## src/include/alx_pkg.sv

```systemverilog
// Behaviour
// RULE_01: Register add sums accumulator and addressed memory byte, updating all five arithmetic flags.
// RULE_02: Destination bit 0 puts the sum in the accumulator; memory stays unchanged.
// RULE_03: Destination bit 1 writes the sum back into the addressed memory byte.
// RULE_04: Bank bit 0 resolves the operand inside the direct-access bank.
// RULE_05: Bank bit 1 joins the bank select register with the operand byte.
// RULE_06: Bank bit 0 with extended set on uses indexed offset for operands up to 95.
// RULE_07: One word, one cycle: decode, operand read, compute, destination write.
// RULE_08: Literal add sums the low instruction byte with the accumulator into it.
// RULE_09: Digit carry from bit 3, carry from bit 7, signed overflow, sign bit 7, zero.
`default_nettype none
package alx_pkg;

  // ***************************************************************
  // Register map.
  // ***************************************************************
  localparam logic [7:0] OFF_CTRL = 8'h00;
  localparam logic [7:0] OFF_INSN = 8'h04;
  localparam logic [7:0] OFF_ACC = 8'h08;
  localparam logic [7:0] OFF_BANK = 8'h0C;
  localparam logic [7:0] OFF_FLAGS = 8'h10;
  localparam logic [7:0] OFF_INDEX = 8'h14;
  localparam logic [7:0] OFF_INFO = 8'h18;

  localparam int CTRL_GO = 0;
  localparam int CTRL_EXT = 1;
  localparam int INFO_BUSY = 0;
  localparam int INFO_BADOP = 1;

  localparam int FLG_C = 0;
  localparam int FLG_DIGIT_CARRY = 1;
  localparam int FLG_Z = 2;
  localparam int FLG_OVERFLOW = 3;
  localparam int FLG_N = 4;
  localparam int FLG_W = 5;

  // ***************************************************************
  // Widths, reset values and instruction fields.
  // ***************************************************************
  localparam int DATA_W = 8;
  localparam int NIB_W = 4;
  localparam int BANK_W = 4;
  localparam int ADDR_W = 12;
  localparam int INSN_W = 16;

  localparam logic [7:0] ACC_RST = 8'h00;
  localparam logic [3:0] BANK_RST = 4'h0;
  localparam logic [4:0] FLAGS_RST = 5'h00;
  localparam logic [11:0] INDEX_RST = 12'h000;
  localparam logic [15:0] INSN_RST = 16'h0000;

  localparam logic [7:0] OPC_ADD_LIT = 8'h0F;
  localparam logic [5:0] OPC_ADD_REG = 6'h09;
  localparam int DEST_BIT = 9;
  localparam int BANKSEL_BIT = 8;
  localparam logic [7:0] ACCESS_LIMIT = 8'h5F;
  localparam logic [3:0] ACCESS_HIGH_BANK = 4'hF;
  localparam logic [3:0] ACCESS_LOW_BANK = 4'h0;

  typedef enum logic [4:0] {
    ST_IDLE = 5'h01,
    ST_Q1 = 5'h02,
    ST_Q2 = 5'h04,
    ST_Q3 = 5'h08,
    ST_Q4 = 5'h10
  } alx_phase_t;

endpackage
`default_nettype wire

```

## src/rtl/alx_adder.sv

```systemverilog
`timescale 1ns/10ps
`default_nettype none
module alx_adder (
  input wire logic [7:0] a,
  input wire logic [7:0] b,
  output logic [7:0] sum,
  output logic [4:0] flags
);

  logic [alx_pkg::NIB_W:0] low;
  logic [alx_pkg::DATA_W:0] full;

  always_comb begin
    low = {1'b0, a[alx_pkg::NIB_W-1:0]} + {1'b0, b[alx_pkg::NIB_W-1:0]};
    full = {1'b0, a} + {1'b0, b};
    sum = full[alx_pkg::DATA_W-1:0];
    flags = alx_pkg::FLAGS_RST;
    flags[alx_pkg::FLG_DIGIT_CARRY] = low[alx_pkg::NIB_W]; // RULE_09
    flags[alx_pkg::FLG_C] = full[alx_pkg::DATA_W]; // RULE_09
    flags[alx_pkg::FLG_N] = sum[alx_pkg::DATA_W-1]; // RULE_09
    flags[alx_pkg::FLG_Z] = (sum == alx_pkg::ACC_RST); // RULE_09
    flags[alx_pkg::FLG_OVERFLOW] = (a[alx_pkg::DATA_W-1] == b[alx_pkg::DATA_W-1]) &&
                             (sum[alx_pkg::DATA_W-1] != a[alx_pkg::DATA_W-1]); // RULE_09
  end

endmodule
`default_nettype wire

```

## src/rtl/alx_bank_resolve.sv

```systemverilog
`timescale 1ns/10ps
`default_nettype none
module alx_bank_resolve (
  input wire logic [7:0] operand,
  input wire logic bank_sel,
  input wire logic ext_en,
  input wire logic [3:0] bank_select_register,
  input wire logic [11:0] index_base,
  output logic [11:0] addr
);

  logic low_half;

  always_comb begin
    low_half = (operand <= alx_pkg::ACCESS_LIMIT);
    if (bank_sel) begin
      addr = {bank_select_register, operand}; // RULE_05
    end else if (ext_en && low_half) begin
      addr = index_base + {alx_pkg::ACCESS_LOW_BANK, operand}; // RULE_06
    end else if (low_half) begin
      addr = {alx_pkg::ACCESS_LOW_BANK, operand}; // RULE_04
    end else begin
      addr = {alx_pkg::ACCESS_HIGH_BANK, operand}; // RULE_04
    end
  end

endmodule
`default_nettype wire

```

## src/rtl/alx_exec.sv

```systemverilog
// The implementer's own choices: the address map and register access over APB.
`timescale 1ns/10ps
`default_nettype none
module alx_exec (
  input wire logic pclk,
  input wire logic presetn,
  input wire logic psel,
  input wire logic penable,
  input wire logic pwrite,
  input wire logic [7:0] paddr,
  input wire logic [31:0] pwdata,
  output logic [31:0] prdata,
  output logic pready,
  output logic pslverr,
  output logic [11:0] mem_addr,
  output logic [7:0] mem_wdata,
  output logic mem_we,
  input wire logic [7:0] mem_rdata
);

  // ***************************************************************
  // State of the whole block.
  // ***************************************************************
  typedef struct packed {
    alx_pkg::alx_phase_t phase;
    logic [15:0] insn;
    logic ext_en;
    logic [7:0] acc;
    logic [3:0] bank;
    logic [4:0] flags;
    logic [11:0] index_base;
    logic bad_op;
    logic is_lit;
    logic is_reg;
    logic dest_mem;
    logic [7:0] operand;
    logic [7:0] result;
    logic [4:0] res_flags;
    logic [31:0] prdata;
    logic pready;
    logic pslverr;
    logic [11:0] mem_addr;
    logic [7:0] mem_wdata;
    logic mem_we;
  } alx_state_t;

  localparam alx_state_t ST_RESET = '{
    phase: alx_pkg::ST_IDLE,
    insn: alx_pkg::INSN_RST,
    ext_en: 1'b0,
    acc: alx_pkg::ACC_RST,
    bank: alx_pkg::BANK_RST,
    flags: alx_pkg::FLAGS_RST,
    index_base: alx_pkg::INDEX_RST,
    bad_op: 1'b0,
    is_lit: 1'b0,
    is_reg: 1'b0,
    dest_mem: 1'b0,
    operand: alx_pkg::ACC_RST,
    result: alx_pkg::ACC_RST,
    res_flags: alx_pkg::FLAGS_RST,
    prdata: 32'h0000_0000,
    pready: 1'b0,
    pslverr: 1'b0,
    mem_addr: 12'h000,
    mem_wdata: alx_pkg::ACC_RST,
    mem_we: 1'b0
  };

  alx_state_t st_q;
  alx_state_t st_d;

  // ***************************************************************
  // Instruction fields of the held word.
  // ***************************************************************
  logic [7:0] insn_opc_lit;
  logic [5:0] insn_opc_reg;
  logic [7:0] insn_byte;
  logic insn_dest;
  logic insn_bank;
  logic insn_known;

  assign insn_opc_lit = st_q.insn[alx_pkg::INSN_W-1:alx_pkg::DATA_W];
  assign insn_opc_reg = st_q.insn[alx_pkg::INSN_W-1:alx_pkg::DEST_BIT+1];
  assign insn_byte = st_q.insn[alx_pkg::DATA_W-1:0];
  assign insn_dest = st_q.insn[alx_pkg::DEST_BIT];
  assign insn_bank = st_q.insn[alx_pkg::BANKSEL_BIT];
  assign insn_known = (insn_opc_lit == alx_pkg::OPC_ADD_LIT) ||
                      (insn_opc_reg == alx_pkg::OPC_ADD_REG);

  // ***************************************************************
  // Arithmetic and address helpers.
  // ***************************************************************
  logic [7:0] sum;
  logic [4:0] sum_flags;
  logic [11:0] res_addr;

  alx_adder u_adder (
    .a(st_q.acc),
    .b(st_q.operand),
    .sum(sum),
    .flags(sum_flags)
  );

  alx_bank_resolve u_resolve (
    .operand(insn_byte),
    .bank_sel(insn_bank),
    .ext_en(st_q.ext_en),
    .bank_select_register(st_q.bank),
    .index_base(st_q.index_base),
    .addr(res_addr)
  );

  // ***************************************************************
  // Next-state logic.
  // ***************************************************************
  logic setup;
  logic wr;
  logic busy;
  logic hit;
  logic locked;
  logic lit_op;
  logic reg_op;

  always_comb begin
    st_d = st_q;
    setup = psel && !penable;
    // A write lands only at the edge that completes an answered, unrefused access.
    wr = psel && penable && st_q.pready && pwrite && !st_q.pslverr;
    busy = (st_q.phase != alx_pkg::ST_IDLE);
    lit_op = (insn_opc_lit == alx_pkg::OPC_ADD_LIT);
    reg_op = (insn_opc_reg == alx_pkg::OPC_ADD_REG);
    hit = 1'b1;
    locked = 1'b0;

    // ***************************************************************
    // Bus answer, prepared in the setup cycle with no wait state.
    // ***************************************************************
    st_d.pready = setup;
    st_d.mem_we = 1'b0;
    if (setup) begin
      st_d.prdata = 32'h0000_0000;
      case (paddr)
        alx_pkg::OFF_CTRL: begin
          st_d.prdata[alx_pkg::CTRL_EXT] = st_q.ext_en;
          locked = busy;
        end
        alx_pkg::OFF_INSN: begin
          st_d.prdata[alx_pkg::INSN_W-1:0] = st_q.insn;
          locked = busy;
        end
        alx_pkg::OFF_ACC: begin
          st_d.prdata[alx_pkg::DATA_W-1:0] = st_q.acc;
          locked = busy;
        end
        alx_pkg::OFF_BANK: begin
          st_d.prdata[alx_pkg::BANK_W-1:0] = st_q.bank;
          locked = busy;
        end
        alx_pkg::OFF_FLAGS: begin
          st_d.prdata[alx_pkg::FLG_W-1:0] = st_q.flags;
          locked = busy;
        end
        alx_pkg::OFF_INDEX: begin
          st_d.prdata[alx_pkg::ADDR_W-1:0] = st_q.index_base;
          locked = busy;
        end
        alx_pkg::OFF_INFO: begin
          st_d.prdata[alx_pkg::INFO_BUSY] = busy;
          st_d.prdata[alx_pkg::INFO_BADOP] = st_q.bad_op;
        end
        default: begin
          hit = 1'b0;
        end
      endcase
      // Writes to execution registers are refused while an instruction runs.
      st_d.pslverr = !hit || (pwrite && locked);
    end else begin
      // Read data and error stand only for the access cycle that they answer.
      st_d.prdata = 32'h0000_0000;
      st_d.pslverr = 1'b0;
    end

    // ***************************************************************
    // Register writes, accepted only while idle except to the info register.
    // ***************************************************************
    if (wr) begin
      case (paddr)
        alx_pkg::OFF_CTRL: begin
          st_d.ext_en = pwdata[alx_pkg::CTRL_EXT];
          // The start bit is a strobe and always reads back as zero.
          if (pwdata[alx_pkg::CTRL_GO]) begin
            st_d.phase = alx_pkg::ST_Q1; // RULE_07
          end
        end
        alx_pkg::OFF_INSN: begin
          st_d.insn = pwdata[alx_pkg::INSN_W-1:0];
        end
        alx_pkg::OFF_ACC: begin
          st_d.acc = pwdata[alx_pkg::DATA_W-1:0];
        end
        alx_pkg::OFF_BANK: begin
          st_d.bank = pwdata[alx_pkg::BANK_W-1:0];
        end
        alx_pkg::OFF_FLAGS: begin
          st_d.flags = pwdata[alx_pkg::FLG_W-1:0];
        end
        alx_pkg::OFF_INDEX: begin
          st_d.index_base = pwdata[alx_pkg::ADDR_W-1:0];
        end
        alx_pkg::OFF_INFO: begin
          // A decode fault in the same cycle sets it again below, so the set wins.
          if (pwdata[alx_pkg::INFO_BADOP]) begin
            st_d.bad_op = 1'b0;
          end
        end
        default: begin
          st_d.bad_op = st_q.bad_op;
        end
      endcase
    end

    // ***************************************************************
    // Four-phase instruction cycle.
    // ***************************************************************
    case (st_q.phase)
      alx_pkg::ST_IDLE: begin
        // Decode results and the data address stay as the last instruction left them.
        st_d.is_lit = st_q.is_lit;
      end
      alx_pkg::ST_Q1: begin
        // Decode and present the resolved data address.
        st_d.is_lit = lit_op; // RULE_07
        st_d.is_reg = reg_op;
        st_d.dest_mem = insn_dest;
        if (insn_known) begin
          st_d.mem_addr = res_addr; // RULE_04 RULE_05 RULE_06
        end else begin
          // An unsupported word changes nothing but its sticky flag.
          st_d.bad_op = 1'b1;
        end
        st_d.phase = alx_pkg::ST_Q2;
      end
      alx_pkg::ST_Q2: begin
        // Fetch the second operand: literal byte or memory byte.
        // The data memory reads combinationally from the address set in the first phase.
        if (st_q.is_lit) begin
          st_d.operand = st_q.insn[alx_pkg::DATA_W-1:0]; // RULE_08
        end else begin
          st_d.operand = mem_rdata; // RULE_01
        end
        st_d.phase = alx_pkg::ST_Q3; // RULE_07
      end
      alx_pkg::ST_Q3: begin
        st_d.result = sum; // RULE_01 RULE_08
        st_d.res_flags = sum_flags;
        if (st_q.is_reg && st_q.dest_mem) begin
          // Memory write strobe stands through the fourth phase.
          st_d.mem_wdata = sum; // RULE_03
          st_d.mem_we = 1'b1; // RULE_03
        end
        st_d.phase = alx_pkg::ST_Q4; // RULE_07
      end
      alx_pkg::ST_Q4: begin
        // Accumulator and flags change together at the end of the write phase.
        if (st_q.is_lit || (st_q.is_reg && !st_q.dest_mem)) begin
          st_d.acc = st_q.result; // RULE_02 RULE_08
        end
        if (st_q.is_lit || st_q.is_reg) begin
          st_d.flags = st_q.res_flags; // RULE_01 RULE_08
        end
        st_d.phase = alx_pkg::ST_IDLE; // RULE_07
      end
      default: begin
        st_d.phase = alx_pkg::ST_IDLE;
      end
    endcase
  end

  // ***************************************************************
  // State register.
  // ***************************************************************
  always_ff @(posedge pclk or negedge presetn) begin
    if (!presetn) begin
      st_q <= ST_RESET;
    end else begin
      st_q <= st_d;
    end
  end

  // ***************************************************************
  // Outputs, each straight from the state register.
  // ***************************************************************
  assign prdata = st_q.prdata;
  assign pready = st_q.pready;
  assign pslverr = st_q.pslverr;
  assign mem_addr = st_q.mem_addr;
  assign mem_wdata = st_q.mem_wdata;
  assign mem_we = st_q.mem_we;

endmodule
`default_nettype wire

```

## config.mk

```make
export PLATFORM = sky130hd
export DESIGN_NAME = alx_exec
export DESIGN_NICKNAME = d
export VERILOG_FILES = /design/src/include/alx_pkg.sv /design/src/rtl/alx_adder.sv /design/src/rtl/alx_bank_resolve.sv /design/src/rtl/alx_exec.sv
export SDC_FILE = /design/constraint.sdc
export NUM_CORES = 1
export LEC_CHECK = 0
export BUFFER_PORTS_ARGS = -buffer_cell sky130_fd_sc_hd__buf_4
export CAP_MARGIN = 0
export CORE_MARGIN = 3
export CORE_UTILIZATION = 30
export CTS_CLUSTER_SIZE = 30
export DETAILED_ROUTE_END_ITERATION = 8
export GPL_ROUTABILITY_DRIVEN = 0
export GPL_TIMING_DRIVEN = 0
export PLACE_DENSITY = 0.45
export SLEW_MARGIN = 30
export SYNTH_ARGS = -nofsm -noshare
export SYNTH_HDL_FRONTEND = slang
export SYNTH_HIERARCHICAL = 1
export SYNTH_SLANG_ARGS = --single-unit
```

## constraint.sdc

```tcl
create_clock -name pclk -period 2.79 [get_ports pclk]
set_input_delay 0.1395 -clock pclk [delete_from_list [all_inputs] [get_ports pclk]]
set_output_delay 0.1395 -clock pclk [all_outputs]
set_load 0.005 [all_outputs]
```

======== Word-level counts from Yosys, hierarchy flattened ========
Index checks and enable logic that the tools add are counted.
operators by class
  add/sub/neg operators ................... 3
  order comparisons ....................... 1
  eq/ne operators ......................... 19
  multiplexer cells ....................... 37
  reductions and logical operators ........ 29
operators with widths
  kind                                                  number
  2-to-1 mux 52 bit                                     1
  2-to-1 mux 12 bit                                     4
  2-to-1 mux 16 bit                                     2
  2-to-1 mux 8 bit                                      4
  2-to-1 mux 5 bit                                      5
  == test 8 x 4 -> 1 bit (second input constant)        3
  == test 8 x 5 -> 1 bit (second input constant)        3
  one-hot mux 5 bit (4 select lines)                    1
  logical NOT 8 bit                                     2
  adder 12 x 8 -> 12 bit                                1
  2-to-1 mux 1 bit                                      12
  AND reduction 2 bit                                   6
  logical AND 1 bit                                     10
  one-hot mux 2 bit (5 select lines)                    1
  adder 8 x 8 -> 9 bit                                  1
  one-hot mux 3 bit (3 select lines)                    1
  == test 8 x 3 -> 1 bit (second input constant)        1
  <= comparator 8 x 7 -> 1 bit (second input constant)  1
  2-to-1 mux 4 bit                                      2
  one-hot mux 4 bit (2 select lines)                    1
  one-hot mux 1 bit (7 select lines)                    1
  OR reduction 7 bit                                    1
  == test 6 x 4 -> 1 bit (second input constant)        1
  one-hot mux 1 bit (6 select lines)                    1
  other kinds (16)                                      23
word-level totals
  bits in registers ....................... 131
  bits of input ports ..................... 53

======== Logic depth before layout (Yosys ltp) ========
  word-level depth ........................ 7
  depth in mapped cells ................... 9
  mapped depth without buffers ............ 9

======== Cells and area by module ========
The synthesis kept the hierarchy.
modules (own cells, without submodules)
  module            times used  cells each  area an instance (um^2)  sequential area each (um^2)
  alx_exec          1           446         5376.4                   2879.0
  alx_bank_resolve  1           89          615.6                    0.0
  alx_adder         1           50          399.1                    0.0

======== Worst setup path before layout ========
No wires, ideal clock.
  kind .................................... reg-to-reg
  start point ............................. register st_q[101] (netlist bit)
  end point ............................... register st_q[57] (netlist bit)
  setup time .............................. 0.064 ns
  data arrival time ....................... 2.254 ns
  path slack .............................. 0.472 ns
  cell stages (with the launch flop) ...... 9
  buffers on the path ..................... 0
  period minus slack after synthesis ...... 2.318 ns
  cell sequence ........................... dfrtp_1 > ha_1 > fa_1 > a21o_1 > a21o_1 > xor2_1 > or4_4 > nor3_2 > mux2_2
between the ends
  longest elaborated chain between the ends .. 2
RTL lines
  what                      line             source
  start: declaration        alx_exec.sv:70   alx_state_t st_q;
  start signal: assignment  alx_exec.sv:287  st_q <= st_d;
  adder 8 x 8 -> 9 bit      alx_adder.sv:15  full = {1'b0, a} + {1'b0, b};
  net sum[4]                alx_exec.sv:94   logic [7:0] sum;
  logical NOT 8 bit         alx_adder.sv:21  flags[alx_pkg::FLG_Z] = (sum == alx_pkg::ACC_RST);
  net sum_flags[2]          alx_exec.sv:95   logic [4:0] sum_flags;
The timed path passes the listed nets, and every way through them passes these cells.
A chain may end at the register's enable or synchronous reset.

======== Worst setup path in the final report ========
Ends and elaborated chain as after synthesis.

==> run summary <==
The register clock-pin slew on the reported worst setup and hold paths was 60 ps; the internal power consumption was 3178 uW. The die covers 0.02309 mm2. The post-cts sizing count was 0; the post-cts hold buffer count was 13.

For the power dissipated by switching net loads, the log shows 943.2 uW. The ratio of final minimum period to clock period was 0.9141; the clock sink count was 115. Excluding fillers, the count of instances in the completed layout stands at 988. The post-detailed-route via-to-cell ratio was 4.905. Count of routing violations after the opening detailed-route iteration: 301. The average instance in the mapped netlist occupies 10.93 um2. The share of the synthesized area in the top cell type was 0.4464; the global routing usage summed across all routing layers was 0.1500. The maximum fanout encountered on the critical timing path was 3. The clock latency on the worst-skew pair was 420 ps. For the maximum clock insertion buffer count, the log shows 2.

The logs give 108 for the I/O pin count and 69 for the number of distinct standard cells referenced by the synthesized netlist. The logs give 0.02056 mm2 for the placeable core region and 0 for the number of antenna violations at the first check in global routing. Counting flops with a built-in enable in the synthesized netlist gives 0. The run gives 0.3775 mV as the worst-case vdd ir drop.

The number of violations of the max-capacitance limit is 0, and the number of warnings printed during yosys synthesis is 6. The required time at the worst-slack endpoint was 3140 ps. The cell type of the slowest stage on the worst timing path was sky130_fd_sc_hd__or4_4. The hold violation count in the final report came out at 0. Entering global routing, the biggest net connects 77 pins.

After layout, the minimum clock period comes to 2550 ps. The height of the die came out at 152.0 um. The number of fill cells in the layout is 2052. The slew of the pin with the lowest slew margin was 846.2 ps.

The worst hold path belongs to the class input pin to register. The post-CTS setup buffer count was 0. The post-layout utilization of the core came out at 0.3939. The run gives 20.94 ps as the post-route worst hold slack.

The layout-stage area growth over the synthesis result was 26.70%; the data arrival time of the worst path was 2900 ps. The post-route antenna net violation count is 0, and the count of buffers inserted at the top-level ports is 72. In this run the core area contains 52 standard-cell rows.

The share of power burned in the clock network was 0.542; the leakage power was 0.003930 uW. The final design area excluding fillers came out at 0.008098 mm2. The proportion of layout cells with a drive suffix above 1 came out at 0.3607.

The logs give 4843 for the via count of the first global-routing pass and 4846 for the via total after detailed routing. The total negative slack for setup checks is 0 ps, and the number of max-slew violations in the final report is 0. The post-synth design cell area is 0.006391 mm2, and the net switching share of the total power is 0.2289.

The clock arrives with 9.624 ps of skew. Setup violations remaining at the end of the flow were counted as 0. The sequential share of the synthesized area came out at 0.4505. The logs give 0.407 for the sequential share of power and 0.4312 for the tightest slew margin relative to the limit. The logs give 585 for the number of instances in the synthesized netlist and 5 for the detailed-router iteration count before antenna repair.

The residual DRC count is 0. Static timing analysis puts the maximum clock frequency at 392.1 MHz. The tools report the first-pass GRT wire length as 27.29 mm. After synthesis the netlist holds a flip-flop and latch count of 115.

Cell at the root of the clock tree: sky130_fd_sc_hd__clkbuf_16. The post-placement cell count was 943; the post-detailed-placement cell area was 0.007361 mm2. The run finished with clean final reports.

The final layout contains routed wiring with a total length of 17.28 mm. In this run the horizontal extent of the chip is 152.0 um. The worst setup path is launched from a register. In this run, CTS created clock tree buffers numbering 17. Setup repair after global routing left no endpoint under its margin.

TritonCTS built the clock tree. The initial cell density of the core is 0.3109. The share of synthesized registers carrying an async set or reset is 1.000, and the overall overflow remaining after global route is 0. After synthesis, the cell types taking the most area are sky130_fd_sc_hd__dfrtp_1 (45%), sky130_fd_sc_hd__mux2_2 (11%), sky130_fd_sc_hd__buf_4 (6.5%), sky130_fd_sc_hd__ha_1 (3.1%), sky130_fd_sc_hd__mux2i_1 (3.0%).

In this design, the stage delay of the slowest critical-path cell is 530 ps. 0 antenna diodes ended up in the layout. The worst setup path is of the register to register kind. For the share of power burned in combinational logic, the log shows 0.051. The cell type contributing the most total cell area after synthesis is sky130_fd_sc_hd__dfrtp_1. The category of the worst setup path capture point was a register.

After legalization and detailed placement, the total HPWL measured 13.36 mm. Dividing the detail-routed wire length by the instance count gives 17.49 um. Power density over the cells: 508.9 mW/mm2. Dominant register cell in the synthesized netlist: sky130_fd_sc_hd__dfrtp_1. The signal on the critical path passes through ha_1 -> fa_1 -> a21o_1 -> a21o_1 -> xor2_1 -> or4_4 -> nor3_2 -> mux2_2.

The cell occurring most often along the worst timing path was sky130_fd_sc_hd__a21o_1. In the final design database the tool counted 776 nets. CTS built an H-tree with a depth of 4.
state kept, by name (all words and copies together), names as in the netlist:
signal and cells:
insn_byte 8, mem_addr 12, insn_dest 1, pready 1
insn_opc_lit 6, mem_we 1, insn_bank 1, st_q 60
prdata 16, mem_wdata 8, pslverr 1
Yosys cell counts (all sizes together), types with 5 or more instances:
| cell type | number |
|---|---|
| nand3 | 8 |
| inv | 9 |
| xor2 | 7 |
| dfrtp | 114 |
| a31oi | 15 |
| nor2 | 35 |
| o21ai | 25 |
| nor2b | 12 |
| nand4 | 22 |
| a22oi | 7 |
| a211oi | 5 |
| mux2 | 73 |
| a21o | 5 |
| and3 | 5 |
| nor3 | 12 |
| and2 | 5 |
| a21oi | 14 |
| o211ai | 6 |
| mux2i | 19 |
| o21a | 5 |
| buf | 66 |
| clkbuf | 7 |
| ha | 16 |
| nand2 | 45 |
cells by family (layout without fill, tap and decap cells):
logic type	Yosys count	after routing	synth area share
multiplexers	92	92	0.1643
AO/OA/AOI/OAI	98	98	0.1016
flip-flops	115	115	0.4505
adder cells (fa/ha/maj)	18	18	0.03759
buffers and inverters	82	200	0.08614
XOR/XNOR	10	10	0.01370
AND/OR/NAND/NOR	169	169	0.1457
other	1	16	0.0005868
path summary, 6_finish.rpt:
path,to,cells after the start,slack (ps),start
max,st_q[57]$_DFFE_PN0P_,8,240,st_q[101]$_DFF_PN0_
min,insn_byte[4]$_DFFE_PN0P_,2,20,pwdata[4]
max reg2reg,st_q[57]$_DFFE_PN0P_,8,240,st_q[101]$_DFF_PN0_
min reg2reg,st_q[79]$_DFF_PN0_,1,500,st_q[79]$_DFF_PN0_
max in group asynchronous,st_q[126]$_DFFE_PN1P_,3,1890,presetn
min in group asynchronous,mem_addr[5]$_DFFE_PN0P_,2,180,presetn
through the flow:
stage / power [uW] / setup slack [ps]
2_1_floorplan: 1787 / 471.7
3_3_place_gp: 1898 / 263.8
3_5_place_dp: 1905 / 260.6
4_1_cts: 4183 / 231.8
5_1_grt: 4274 / 142.4
6_report: 4121 / 239.6
final cells by class:
type                    count  area (um2)  share of cell area
plain buffers              73       516.7             0.06381
clock buffers              17       425.4             0.05253
clock inverters            15       181.4             0.02240
inverters                   9       33.78            0.004172
multi-input cells         403        3018              0.3727
flip-flops and latches    115        2879              0.3555
well taps                 270       337.8             0.04172
repair buffers             86       705.7             0.08714
cell usage in the layout, fill, tap and decap left out, types with 5 or more instances in the layout:
| master | n |
|---|---|
| sky130_fd_sc_hd__a21o_1 | 5 |
| sky130_fd_sc_hd__o21ai_0 | 24 |
| sky130_fd_sc_hd__dlygate4sd3_1 | 13 |
| sky130_fd_sc_hd__nand3_1 | 8 |
| sky130_fd_sc_hd__nand4_1 | 22 |
| sky130_fd_sc_hd__o211ai_1 | 6 |
| sky130_fd_sc_hd__a22oi_1 | 6 |
| sky130_fd_sc_hd__ha_1 | 16 |
| sky130_fd_sc_hd__inv_1 | 8 |
| sky130_fd_sc_hd__nor3_1 | 11 |
| sky130_fd_sc_hd__nand2_1 | 43 |
| sky130_fd_sc_hd__clkbuf_16 | 17 |
| sky130_fd_sc_hd__nor2b_1 | 12 |
| sky130_fd_sc_hd__clkbuf_1 | 6 |
| sky130_fd_sc_hd__mux2i_1 | 19 |
| sky130_fd_sc_hd__dfrtp_1 | 114 |
| sky130_fd_sc_hd__xor2_1 | 7 |
| sky130_fd_sc_hd__nor2_1 | 34 |
| sky130_fd_sc_hd__a21oi_1 | 14 |
| sky130_fd_sc_hd__mux2_4 | 10 |
| sky130_fd_sc_hd__conb_1 | 16 |
| sky130_fd_sc_hd__and3_1 | 5 |
| sky130_fd_sc_hd__buf_4 | 126 |
| sky130_fd_sc_hd__a31oi_1 | 15 |
| sky130_fd_sc_hd__o21a_1 | 5 |
| sky130_fd_sc_hd__mux2_2 | 63 |
critical path: cells and delay by family, from the launching register on:
family / cells / cell delay (ps)
fa+ha+maj: 2 / 680
compound gates: 2 / 420
simple gates: 2 / 640
xor+xnor: 1 / 180
flops: 1 / 420
mux: 1 / 150
power by group through the flow:
stage / Combinational, uW / Sequential [uW] / Clock [uW]
final: 210 / 1680 / 2230
after detailed placement: 197 / 1710 / 0
after floorplan: 80.2 / 1710 / 0
after global routing: 233 / 1680 / 2360
after CTS: 213 / 1680 / 2290
after global placement: 189 / 1710 / 0
routing by layer:
metal | vias up | track usage | part of all wire
li1 | 2307 | - | -
met1 | 2364 | 0.2132 | 0.47
met3 | 15 | 0.03555 | 0.057
met2 | 160 | 0.2293 | 0.46
met4 | 0 | 0.04238 | 0.010
met5 | - | 0 | 0
(Power assumes the default switching activity.)
